### src/logic/output_logic_defines.svh
// offsets, reset values and widths of the two-stage output logic
// assumes a 32-bit apb slave with byte addresses and one aligned word per register
`ifndef OUTPUT_LOGIC_DEFINES_SVH
`define OUTPUT_LOGIC_DEFINES_SVH

`define LANES             8
`define ADDR_W            12
`define OFS_COND_INVERT   12'h000
`define OFS_COND_SELECT   12'h020
`define OFS_FLAG_AND_OR   12'h040
`define OFS_OUT_AND_OR    12'h044
`define OFS_FINAL_INVERT  12'h048
`define OFS_TERM_ALLOC    12'h04c
`define OFS_FLAG_INVERT   12'h050
`define OFS_FLAG_SELECT   12'h070
`define OFS_PRE_STATE     12'h090
`define OFS_TERM_STATE    12'h094
`define ARRAY_SPAN        12'h020
`define RST_WORD          8'h00
`define RST_TERM_ALLOC    8'he4

`endif

### src/logic/output_logic_pkg.sv
// types shared by the two-stage output logic
// assumes the defines header is compiled alongside
package output_logic_pkg;
    typedef logic [7:0]      lane_t;
    typedef lane_t [7:0]     lane_array_t;
    typedef logic [1:0]      alloc_code_t;
endpackage

### src/logic/logic_stage.sv
// one logic stage: eight lanes, each inverting, selecting and and/or-combining eight inputs
// assumes inputs and config are stable within a cycle; purely combinational
`timescale 1ns/100ps
module logic_stage (
    input  wire output_logic_pkg::lane_t       in_bits,
    input  wire output_logic_pkg::lane_array_t invert_words,
    input  wire output_logic_pkg::lane_array_t select_words,
    input  wire output_logic_pkg::lane_t       and_mode,
    output      output_logic_pkg::lane_t       out_bits
);
    import output_logic_pkg::*;

    // an empty selection yields 0 in both modes, so an unused lane never reads as active
    function automatic logic combine_lane(input lane_t bits, input lane_t inv, input lane_t sel, input logic use_and);
        lane_t eff;
        eff = bits ^ inv;
        if (sel == 8'h00) begin
            combine_lane = 1'b0;
        end else if (use_and) begin
            combine_lane = ((eff & sel) == sel);
        end else begin
            combine_lane = |(eff & sel);
        end
    endfunction

    always_comb begin
        for (int i = 0; i < 8; i++) begin
            out_bits[i] = combine_lane(in_bits, invert_words[i], select_words[i], and_mode[i]);
        end
    end
endmodule // logic_stage

### src/logic/terminal_router.sv
// maps four allocation fields onto the four physical terminal signals
// assumes the field code indexes the low four pre-allocation outputs
`timescale 1ns/100ps
module terminal_router (
    input  wire output_logic_pkg::lane_t alloc_word,
    input  wire output_logic_pkg::lane_t pre_outputs,
    output      logic [3:0]              terminals
);
    import output_logic_pkg::*;

    function automatic logic pick(input lane_t outs, input alloc_code_t code);
        pick = outs[code];
    endfunction

    always_comb begin
        for (int k = 0; k < 4; k++) begin
            terminals[k] = pick(pre_outputs, alloc_code_t'(alloc_word[2*k +: 2]));
        end
    end
endmodule // terminal_router

### src/logic/two_stage_output_logic.sv
// top of the two-stage digital output logic with its apb register file
// assumes switching conditions arrive synchronous to core_clk, one bit per assigned condition
//
// The APB register port and the address map were chosen for this implementation.
`timescale 1ns/100ps
`include "output_logic_defines.svh"
module two_stage_output_logic (
    input  wire  logic                            core_clk,
    input  wire  logic                            rst_n,
    input  wire  logic                            psel,
    input  wire  logic                            penable,
    input  wire  logic                            pwrite,
    input  wire  logic [11:0]                     paddr,
    input  wire  logic [31:0]                     pwdata,
    input  wire  logic [3:0]                      pstrb,
    output       logic [31:0]                     prdata,
    output       logic                            pready,
    output       logic                            pslverr,
    input  wire  output_logic_pkg::lane_t         switching_cond,
    output       logic                            transistor_out_a,
    output       logic                            transistor_out_b,
    output       logic                            relay_out_a,
    output       logic                            relay_out_b,
    output       logic                            internal_out_a,
    output       logic                            internal_out_b,
    output       logic                            internal_out_c,
    output       logic                            internal_out_d
);
    import output_logic_pkg::*;

    typedef struct packed {
        lane_array_t cond_invert;
        lane_array_t cond_select;
        lane_array_t flag_invert;
        lane_array_t flag_select;
        lane_t       flag_and_or;
        lane_t       out_and_or;
        lane_t       final_invert;
        lane_t       term_alloc;
        lane_t       pre_state;
        lane_t       term_state;
        logic [3:0]  term_out;
        logic [31:0] rdata;
    } state_s;

    state_s     st_reg;
    state_s     st_next;
    lane_t      flags;
    lane_t      out_raw;
    lane_t      pre_outputs;
    logic [3:0] terminals;
    logic       setup_phase;
    logic       access_phase;
    logic       wr_take;
    logic       mapped;
    logic [31:0] rd_word;

    logic_stage u_stage_one (
        .in_bits      (switching_cond),
        .invert_words (st_reg.cond_invert),
        .select_words (st_reg.cond_select),
        .and_mode     (st_reg.flag_and_or),
        .out_bits     (flags)
    );

    logic_stage u_stage_two (
        .in_bits      (flags),
        .invert_words (st_reg.flag_invert),
        .select_words (st_reg.flag_select),
        .and_mode     (st_reg.out_and_or),
        .out_bits     (out_raw)
    );

    assign pre_outputs = out_raw ^ st_reg.final_invert;

    terminal_router u_router (
        .alloc_word  (st_reg.term_alloc),
        .pre_outputs (pre_outputs),
        .terminals   (terminals)
    );

    function automatic logic in_array(input logic [11:0] a, input logic [11:0] base);
        in_array = (a >= base) && (a < base + `ARRAY_SPAN) && (a[1:0] == 2'b00);
    endfunction

    assign setup_phase  = psel && !penable;
    assign access_phase = psel && penable;
    // zero wait states: read data was latched at the setup edge, so access can finish at once
    assign pready       = access_phase;
    assign pslverr      = access_phase && !mapped;
    assign prdata       = st_reg.rdata;
    assign wr_take      = access_phase && pwrite && mapped && pstrb[0];

    always_comb begin
        mapped  = 1'b1;
        rd_word = 32'h0000_0000;
        if (in_array(paddr, `OFS_COND_INVERT)) begin
            rd_word[7:0] = st_reg.cond_invert[paddr[4:2]];
        end else if (in_array(paddr, `OFS_COND_SELECT)) begin
            rd_word[7:0] = st_reg.cond_select[paddr[4:2]];
        end else if (in_array(paddr, `OFS_FLAG_INVERT)) begin
            rd_word[7:0] = st_reg.flag_invert[3'(paddr[4:2] - 3'h4)];
        end else if (in_array(paddr, `OFS_FLAG_SELECT)) begin
            rd_word[7:0] = st_reg.flag_select[3'(paddr[4:2] - 3'h4)];
        end else begin
            unique case (paddr)
                `OFS_FLAG_AND_OR:  rd_word[7:0] = st_reg.flag_and_or;
                `OFS_OUT_AND_OR:   rd_word[7:0] = st_reg.out_and_or;
                `OFS_FINAL_INVERT: rd_word[7:0] = st_reg.final_invert;
                `OFS_TERM_ALLOC:   rd_word[7:0] = st_reg.term_alloc;
                `OFS_PRE_STATE:    rd_word[7:0] = st_reg.pre_state;
                `OFS_TERM_STATE:   rd_word[7:0] = st_reg.term_state;
                default:           mapped = 1'b0;
            endcase
        end
    end

    always_comb begin
        st_next = st_reg;
        if (setup_phase && !pwrite) begin
            st_next.rdata = rd_word;
        end
        // status words are read-only; writes to them are silently dropped
        if (wr_take) begin
            if (in_array(paddr, `OFS_COND_INVERT)) begin
                st_next.cond_invert[paddr[4:2]] = pwdata[7:0];
            end else if (in_array(paddr, `OFS_COND_SELECT)) begin
                st_next.cond_select[paddr[4:2]] = pwdata[7:0];
            end else if (in_array(paddr, `OFS_FLAG_INVERT)) begin
                st_next.flag_invert[3'(paddr[4:2] - 3'h4)] = pwdata[7:0];
            end else if (in_array(paddr, `OFS_FLAG_SELECT)) begin
                st_next.flag_select[3'(paddr[4:2] - 3'h4)] = pwdata[7:0];
            end else begin
                unique case (paddr)
                    `OFS_FLAG_AND_OR:  st_next.flag_and_or  = pwdata[7:0];
                    `OFS_OUT_AND_OR:   st_next.out_and_or   = pwdata[7:0];
                    `OFS_FINAL_INVERT: st_next.final_invert = pwdata[7:0];
                    `OFS_TERM_ALLOC:   st_next.term_alloc   = pwdata[7:0];
                    default:           st_next.rdata        = st_reg.rdata;
                endcase
            end
        end
        st_next.pre_state  = pre_outputs;
        st_next.term_out   = terminals;
        st_next.term_state = {pre_outputs[7:4], terminals};
    end

    always_ff @(posedge core_clk or negedge rst_n) begin
        if (!rst_n) begin
            st_reg              <= '0;
            st_reg.term_alloc   <= `RST_TERM_ALLOC;
            st_reg.final_invert <= `RST_WORD;
        end else begin
            st_reg <= st_next;
        end
    end

    assign transistor_out_a = st_reg.term_out[0];
    assign transistor_out_b = st_reg.term_out[1];
    assign relay_out_a      = st_reg.term_out[2];
    assign relay_out_b      = st_reg.term_out[3];
    assign internal_out_a   = st_reg.pre_state[4];
    assign internal_out_b   = st_reg.pre_state[5];
    assign internal_out_c   = st_reg.pre_state[6];
    assign internal_out_d   = st_reg.pre_state[7];

    a_flag_or_set: assert property (@(posedge core_clk) disable iff (!rst_n)
        (!st_reg.flag_and_or[0] && |(st_reg.cond_select[0] & (switching_cond ^ st_reg.cond_invert[0]))) |-> flags[0])
        else $error("flag 0 not set in or mode");
    a_flag_none_sel: assert property (@(posedge core_clk) disable iff (!rst_n)
        (st_reg.cond_select[3] == 8'h00) |-> !flags[3])
        else $error("flag 3 set with empty selection");
    a_flag_or_clear: assert property (@(posedge core_clk) disable iff (!rst_n)
        (!st_reg.flag_and_or[1] && !(|(st_reg.cond_select[1] & (switching_cond ^ st_reg.cond_invert[1])))) |-> !flags[1])
        else $error("flag 1 set with no true condition");
    a_flag_and_mode: assert property (@(posedge core_clk) disable iff (!rst_n)
        (st_reg.flag_and_or[2] && ((st_reg.cond_select[2] & (switching_cond ^ st_reg.cond_invert[2]))
            != st_reg.cond_select[2])) |-> !flags[2])
        else $error("flag 2 set though an and term is false");
    a_out_or_set: assert property (@(posedge core_clk) disable iff (!rst_n)
        (!st_reg.out_and_or[0] && |(st_reg.flag_select[0] & (flags ^ st_reg.flag_invert[0]))) |-> out_raw[0])
        else $error("output 0 not active in or mode");
    a_out_and_mode: assert property (@(posedge core_clk) disable iff (!rst_n)
        (st_reg.out_and_or[5] && st_reg.flag_select[5] != 8'h00
            && ((st_reg.flag_select[5] & (flags ^ st_reg.flag_invert[5])) == st_reg.flag_select[5])) |-> out_raw[5])
        else $error("output 5 inactive though all flags set");
    a_final_invert: assert property (@(posedge core_clk) disable iff (!rst_n)
        ##1 st_reg.pre_state == $past(out_raw ^ st_reg.final_invert))
        else $error("pre-allocation status does not match inverted outputs");
    a_status_layout: assert property (@(posedge core_clk) disable iff (!rst_n)
        st_reg.term_state == {st_reg.pre_state[7:4], st_reg.term_out})
        else $error("terminal status word layout wrong");
    a_alloc_route: assert property (@(posedge core_clk) disable iff (!rst_n)
        ##1 relay_out_b == $past(pre_outputs[st_reg.term_alloc[7:6]]))
        else $error("relay b not routed by its allocation field");
    a_cfg_next_cycle: assert property (@(posedge core_clk) disable iff (!rst_n)
        (access_phase && pwrite && pstrb[0] && paddr == `OFS_FINAL_INVERT) |=> st_reg.final_invert == $past(pwdata[7:0]))
        else $error("final inversion write not applied next cycle");

    // stage one: inversion and both combinations; the bench drives lane 1 into both modes, lanes 0 and 3 into or mode only
    a_cond_invert: assert property (@(posedge core_clk) disable iff (!rst_n)
        (!st_reg.flag_and_or[0] && st_reg.cond_select[0] == 8'h05 && st_reg.cond_invert[0] == 8'h04)
            |-> flags[0] == (switching_cond[0] || !switching_cond[2]))
        else $error("flag 0 does not follow its inverted conditions");

    a_flag_inv_set: assert property (@(posedge core_clk) disable iff (!rst_n)
        (!st_reg.flag_and_or[3] && |(st_reg.cond_select[3] & (switching_cond ^ st_reg.cond_invert[3]))) |-> flags[3])
        else $error("flag 3 not set in or mode");

    a_flag_and_set: assert property (@(posedge core_clk) disable iff (!rst_n)
        (st_reg.flag_and_or[1] && st_reg.cond_select[1] != 8'h00
            && ((st_reg.cond_select[1] & (switching_cond ^ st_reg.cond_invert[1])) == st_reg.cond_select[1]))
            |-> flags[1])
        else $error("flag 1 clear though all and terms are true");

    // stage two and final inversion, checked on the pins too so a wiring slip is caught
    a_out_or_clear: assert property (@(posedge core_clk) disable iff (!rst_n)
        (!st_reg.out_and_or[0] && !(|(st_reg.flag_select[0] & (flags ^ st_reg.flag_invert[0])))) |-> !out_raw[0])
        else $error("output 0 active with no flag set");

    a_out_none_sel: assert property (@(posedge core_clk) disable iff (!rst_n)
        (st_reg.flag_select[6] == 8'h00) |-> !out_raw[6])
        else $error("output 6 active with empty selection");

    a_out_and_clear: assert property (@(posedge core_clk) disable iff (!rst_n)
        (st_reg.out_and_or[4] && ((st_reg.flag_select[4] & (flags ^ st_reg.flag_invert[4])) != st_reg.flag_select[4]))
            |-> !out_raw[4])
        else $error("output 4 active though an and term is false");

    a_out_invert: assert property (@(posedge core_clk) disable iff (!rst_n)
        (!st_reg.out_and_or[0] && st_reg.flag_select[0] == 8'h01 && st_reg.flag_invert[0] == 8'h01)
            |-> out_raw[0] == !flags[0])
        else $error("output 0 does not follow its inverted flag");

    a_internal_invert: assert property (@(posedge core_clk) disable iff (!rst_n)
        ##1 {internal_out_d, internal_out_c, internal_out_b, internal_out_a}
            == $past(out_raw[7:4] ^ st_reg.final_invert[7:4]))
        else $error("internal outputs not inverted by the final word");

    a_invert_next: assert property (@(posedge core_clk) disable iff (!rst_n)
        (access_phase && pwrite && pstrb[0] && paddr == `OFS_FINAL_INVERT)
            |=> ##1 st_reg.pre_state == ($past(out_raw) ^ $past(pwdata[7:0], 2)))
        else $error("new final inversion not seen on the status one cycle later");

    // allocation and the two status words
    a_alloc_trans_a: assert property (@(posedge core_clk) disable iff (!rst_n)
        ##1 transistor_out_a == $past(pre_outputs[st_reg.term_alloc[1:0]]))
        else $error("transistor a not routed by its allocation field");

    a_alloc_trans_b: assert property (@(posedge core_clk) disable iff (!rst_n)
        ##1 transistor_out_b == $past(pre_outputs[st_reg.term_alloc[3:2]]))
        else $error("transistor b not routed by its allocation field");

    a_alloc_relay_a: assert property (@(posedge core_clk) disable iff (!rst_n)
        ##1 relay_out_a == $past(pre_outputs[st_reg.term_alloc[5:4]]))
        else $error("relay a not routed by its allocation field");

    a_term_pins: assert property (@(posedge core_clk) disable iff (!rst_n)
        st_reg.term_state[3:0] == {relay_out_b, relay_out_a, transistor_out_b, transistor_out_a})
        else $error("terminal status bits differ from the terminal pins");

    a_internal_pins: assert property (@(posedge core_clk) disable iff (!rst_n)
        st_reg.term_state[7:4] == {internal_out_d, internal_out_c, internal_out_b, internal_out_a})
        else $error("terminal status high bits differ from the internal outputs");

    a_read_pre: assert property (@(posedge core_clk) disable iff (!rst_n)
        (setup_phase && !pwrite && paddr == `OFS_PRE_STATE) |=> prdata == {24'h00_0000, $past(st_reg.pre_state)})
        else $error("pre-allocation status read back wrong");

    a_read_term: assert property (@(posedge core_clk) disable iff (!rst_n)
        (setup_phase && !pwrite && paddr == `OFS_TERM_STATE) |=> prdata == {24'h00_0000, $past(st_reg.term_state)})
        else $error("terminal status read back wrong");

    // register writes land on the edge that completes the access; status words ignore them
    a_status_ro: assert property (@(posedge core_clk) disable iff (!rst_n)
        (access_phase && pwrite && (paddr == `OFS_PRE_STATE || paddr == `OFS_TERM_STATE))
            |=> $stable(st_reg.term_alloc) && $stable(st_reg.final_invert))
        else $error("write to a status word changed the configuration");

    a_invert_write: assert property (@(posedge core_clk) disable iff (!rst_n)
        (access_phase && pwrite && pstrb[0] && paddr == `OFS_COND_INVERT)
            |=> st_reg.cond_invert[0] == $past(pwdata[7:0]))
        else $error("condition inversion word 0 not written");

    a_select_write: assert property (@(posedge core_clk) disable iff (!rst_n)
        (access_phase && pwrite && pstrb[0] && paddr == `OFS_COND_SELECT + 12'h01c)
            |=> st_reg.cond_select[7] == $past(pwdata[7:0]))
        else $error("condition selection word 7 not written");

    a_flag_and_write: assert property (@(posedge core_clk) disable iff (!rst_n)
        (access_phase && pwrite && pstrb[0] && paddr == `OFS_FLAG_AND_OR)
            |=> st_reg.flag_and_or == $past(pwdata[7:0]))
        else $error("stage one combination word not written");

    a_finv_write: assert property (@(posedge core_clk) disable iff (!rst_n)
        (access_phase && pwrite && pstrb[0] && paddr == `OFS_FLAG_INVERT)
            |=> st_reg.flag_invert[0] == $past(pwdata[7:0]))
        else $error("flag inversion word 0 not written");

    a_fsel_write: assert property (@(posedge core_clk) disable iff (!rst_n)
        (access_phase && pwrite && pstrb[0] && paddr == `OFS_FLAG_SELECT + 12'h01c)
            |=> st_reg.flag_select[7] == $past(pwdata[7:0]))
        else $error("flag selection word 7 not written");

    a_out_and_write: assert property (@(posedge core_clk) disable iff (!rst_n)
        (access_phase && pwrite && pstrb[0] && paddr == `OFS_OUT_AND_OR)
            |=> st_reg.out_and_or == $past(pwdata[7:0]))
        else $error("stage two combination word not written");

    a_alloc_write: assert property (@(posedge core_clk) disable iff (!rst_n)
        (access_phase && pwrite && pstrb[0] && paddr == `OFS_TERM_ALLOC)
            |=> st_reg.term_alloc == $past(pwdata[7:0]))
        else $error("allocation word not written");

    // bus answers: zero wait states, errors for unaligned addresses and for those beyond the register map
    a_unmapped_err: assert property (@(posedge core_clk) disable iff (!rst_n)
        (access_phase && paddr >= 12'h098) |-> pslverr)
        else $error("no error for an address beyond the map");

    a_ready_idle: assert property (@(posedge core_clk) disable iff (!rst_n)
        !psel |-> (!pready && !pslverr))
        else $error("ready or error raised while not selected");

    a_read_high_zero: assert property (@(posedge core_clk) disable iff (!rst_n)
        (access_phase && !pwrite) |-> prdata[31:8] == 24'h00_0000)
        else $error("unused read data bits not zero");
endmodule // two_stage_output_logic

### config.mk
export PLATFORM = sky130hd
export DESIGN_NAME = two_stage_output_logic
export DESIGN_NICKNAME = d
export VERILOG_FILES = /design/src/logic/output_logic_pkg.sv /design/src/logic/logic_stage.sv /design/src/logic/terminal_router.sv /design/src/logic/two_stage_output_logic.sv
export VERILOG_INCLUDE_DIRS = /design/src /design/src/logic
export SDC_FILE = /design/constraint.sdc
export NUM_CORES = 1
export LEC_CHECK = 0
export BUFFER_PORTS_ARGS = -buffer_cell sky130_fd_sc_hd__buf_2
export CORE_MARGIN = 2
export CORE_UTILIZATION = 56
export CTS_CLUSTER_SIZE = 14
export DETAILED_ROUTE_END_ITERATION = 10
export PLACE_DENSITY = 0.77
export SETUP_SLACK_MARGIN = 0.3
export SYNTH_ARGS = -nofsm -noshare
export SYNTH_HDL_FRONTEND = slang
export SYNTH_HIERARCHICAL = 1
export SYNTH_SLANG_ARGS = --single-unit
### constraint.sdc
create_clock -name core_clk -period 2.6 [get_ports core_clk]
set_input_delay 0.52 -clock core_clk [delete_from_list [all_inputs] [get_ports core_clk]]
set_output_delay 0.52 -clock core_clk [all_outputs]
set_load 0.02 [all_outputs]
==> out/qor.yml <==
outcome: "finished with violations"
violations: "setup timing"
overflow: 0
tightest_slew_ps: 784
yosysSeqAreaShare_pct: 43.0
p_leak_nw: 10.4
path_depth: 12
synthDistinctLibCells: 69
instances_no_fill: 2250
gp_congestion: 1.02
clock_skew_ps: 13.6
top_level_ports: 103
cts_max_level: 2
die-area_mm2: 0.0335
postRouteAntennaNets: 0
root_buffer: "clkbuf_16"
p_switching_mw: 2.61
ys_ff_latch: 308
clk_pin_slew_worst_paths_ps: 60
pwr-share-clk_pct: 46.4
netlist_instances: 1520
drc: 0
cts_tree: "built"
grt_max_degree: 72
swShare_pct: 24.6
syn_avg_cell_area_um2: 11.8
die_h_um: 183
crit_family: "XOR/XNOR gates"
drtIter0Drc: 2280
slowest_delay_ps: 470
rsz0062_at_grt: "true"
p_seq_share_pct: 45.3
area_growth_pct: 28.0
hpwl_um: 45000
fin_util_pct: 72.8
core-area_mm2: 0.0316
min_path_type: "reg -> reg"
initial_core_util_pct: 56.9
antenna_found_initial: 2
portBuffers: 51
reg2reg_depth: 12
finalSetupViolations: 12
final-hold-violation-count: 0
num-nets-final: 1884
power_density_mw_per_mm2: 462
maxCapViolCount: 0
grt_use_total_pct: 37.7
drive_gt1_share_pct: 49.2
dp_cells: 2180
p_int_mw: 8.02
setup_ws_ps: -556
dieWidth_um: 183
report.final.slew_viol_count: 0
final_cell_mix: "dfrtp_1, mux2_2, buf_4"
yosys_warnings: 6
irDropWorstVdd_mv: 0.363
vias_per_cell: 6.70
clock_sinks: 308
critPathKind: "reg -> reg"
diodes: 0
critPathSlowestCell: "mux4_2"
drtPass1Iterations: 8
clk_latency_ps: 520
hold_start: "st_reg[66]"
grt_pass1_vias: 15000
rr_startpoint: "st_reg[278]"
cpMostUsedCell: "o22ai_2"
async_flop_share_pct: 100
syn-cell-area_mm2: 0.0180
critPathCaptureType: "flop"
period_minus_slack_ps: 3160
p_comb_share_pct: 8.3
grt_pass1_wl_um: 93900
startpoint_type: "flop"
arrival_ps: 3540
vias: 15100
maxSlewHeadroom_pct: 47.7
drt-wirelength-per-cell_um: 27.8
largest_reg_flops: 296
worst-path-buf-inv: 2
startpoint: "st_reg[278]"
final_common_cell: "dfrtp_1"
routed_wl_um: 62600
clockBufferDepth: 3
yosys_most_used_dff: "dfrtp_1"
num_rows: 65
hold_depth: 1
numCtsBuffers: 35
crit_path_max_fanout: 7
synth_edf_count: 0
max_freq_mhz: 317
fin_crit_sh_pct: 121
path_cells: "xnor2_2, o22ai_2, nor4_2, o22ai_2, buf_12, xnor2_2, o22ai_1, nor4_2, o22ai_2, buf_6, xor2_4, mux4_2"
cp.required_ps: 2990
[path summary, 6_finish.rpt]
check	endpoint	slack, ps
setup / recovery	transistor_out_b	-560
max in group asynchronous	st_reg[59]	1220
min in group asynchronous	st_reg[167]	560
hold reg to reg	st_reg[42]	490
setup reg to reg	transistor_out_b	-560
hold / removal	st_reg[42]	490
[synthesized netlist by cell type, types with 3 or more instances]
cell	n	area share [%]
o22ai_1	83	2.9
inv_1	132	2.8
a211oi_1	4	0.17
a21oi_1	12	0.33
nor4_1	51	1.8
xor2_1	8	0.39
a22oi_1	62	2.6
nand3_1	29	0.81
buf_2	23	0.64
mux2i_1	38	2.1
buf_4	50	2.1
dfrtp_1	304	42
clkbuf_1	37	0.77
dfstp_2	4	0.59
a222oi_1	17	0.95
or4_1	3	0.13
mux2_4	8	0.67
nor4b_1	3	0.15
a22o_1	3	0.15
and2_1	3	0.10
mux4_2	59	7.4
nor3_1	8	0.22
xnor2_1	128	6.2
buf_1	4	0.084
nand2b_1	8	0.28
o211ai_1	6	0.25
o21ai_0	8	0.22
mux2_2	286	18
nor2_1	18	0.38
nand2_1	51	1.1
nor2b_1	8	0.28
nor2_2	9	0.31
[metal layers]
metal	global-route usage (%)	wire, um	up-vias
li1	-	-	6190
met1	50.8	23300	7489
met2	57.6	28000	1131
met3	9.05	7580	260
met4	18.4	3630	4
met5	0	30	-
[stage by stage]
step	worst slack, ps	instance area [um^2]	power [mW]	hold slack, ps	TNS [ps]
2_1_floorplan	-263	18500	5.37	224	-1050
5_1_grt	-661	23000	10.9	518	-5460
3_5_place_dp	-1070	21100	5.75	480	-11170
6_report	-556	23000	10.6	492	-4040
4_1_cts	-491	22700	10.7	487	-3080
3_3_place_gp	-985	21100	5.74	468	-10120
[power by group through the flow]
stage                     clock (mW)  sequential (mW)  combinational (mW)
final                           4.93             4.82               0.881
after global routing            5.16             4.82               0.923
after CTS                       4.99             4.82               0.861
after detailed placement           0             4.91               0.844
after global placement             0             4.91               0.834
after floorplan                    0             4.90               0.467
[cells by family after synthesis]
group / after synthesis / share of synthesized area (%)
muxes: 392 / 28.2
DFF: 308 / 43.0
buffers and inverters: 248 / 6.47
AOI/OAI and AO/OA: 223 / 9.03
and+or+nand+nor: 212 / 6.68
xor gates and xnor gates: 136 / 6.64
other: 1 / 0.0209
[worst register-to-register path, delay by kind of cell, from the launching register on]
kind | cells | cell delay, ps
compound gates | 4 | 530
xor+xnor | 3 | 700
buf+inv | 2 | 330
flops | 1 | 410
mux | 1 | 470
simple gates | 2 | 590
[final cells by class]
cell class / instances / area [um^2]
flip-flops and latches: 308 / 7710
clock inverters: 10 / 82.6
fillers: 2053 / 8570
well taps: 402 / 503
repair buffers: 359 / 2990
multi-input cells: 987 / 10200
inverters: 132 / 495
clock buffers: 52 / 1050
[what timing repair did]
| item | CTS | global route |
|---|---|---|
| setup buffers | 4 | 3 |
| endpoints found under the hold margin | 4 | 0 |
| endpoints found under the setup margin | 12 | 13 |
| gates resized for setup | 64 | 32 |
| hold buffers | 1 | 0 |
| pin swaps | 44 | 33 |
Power figures use the tool's default switching activity.
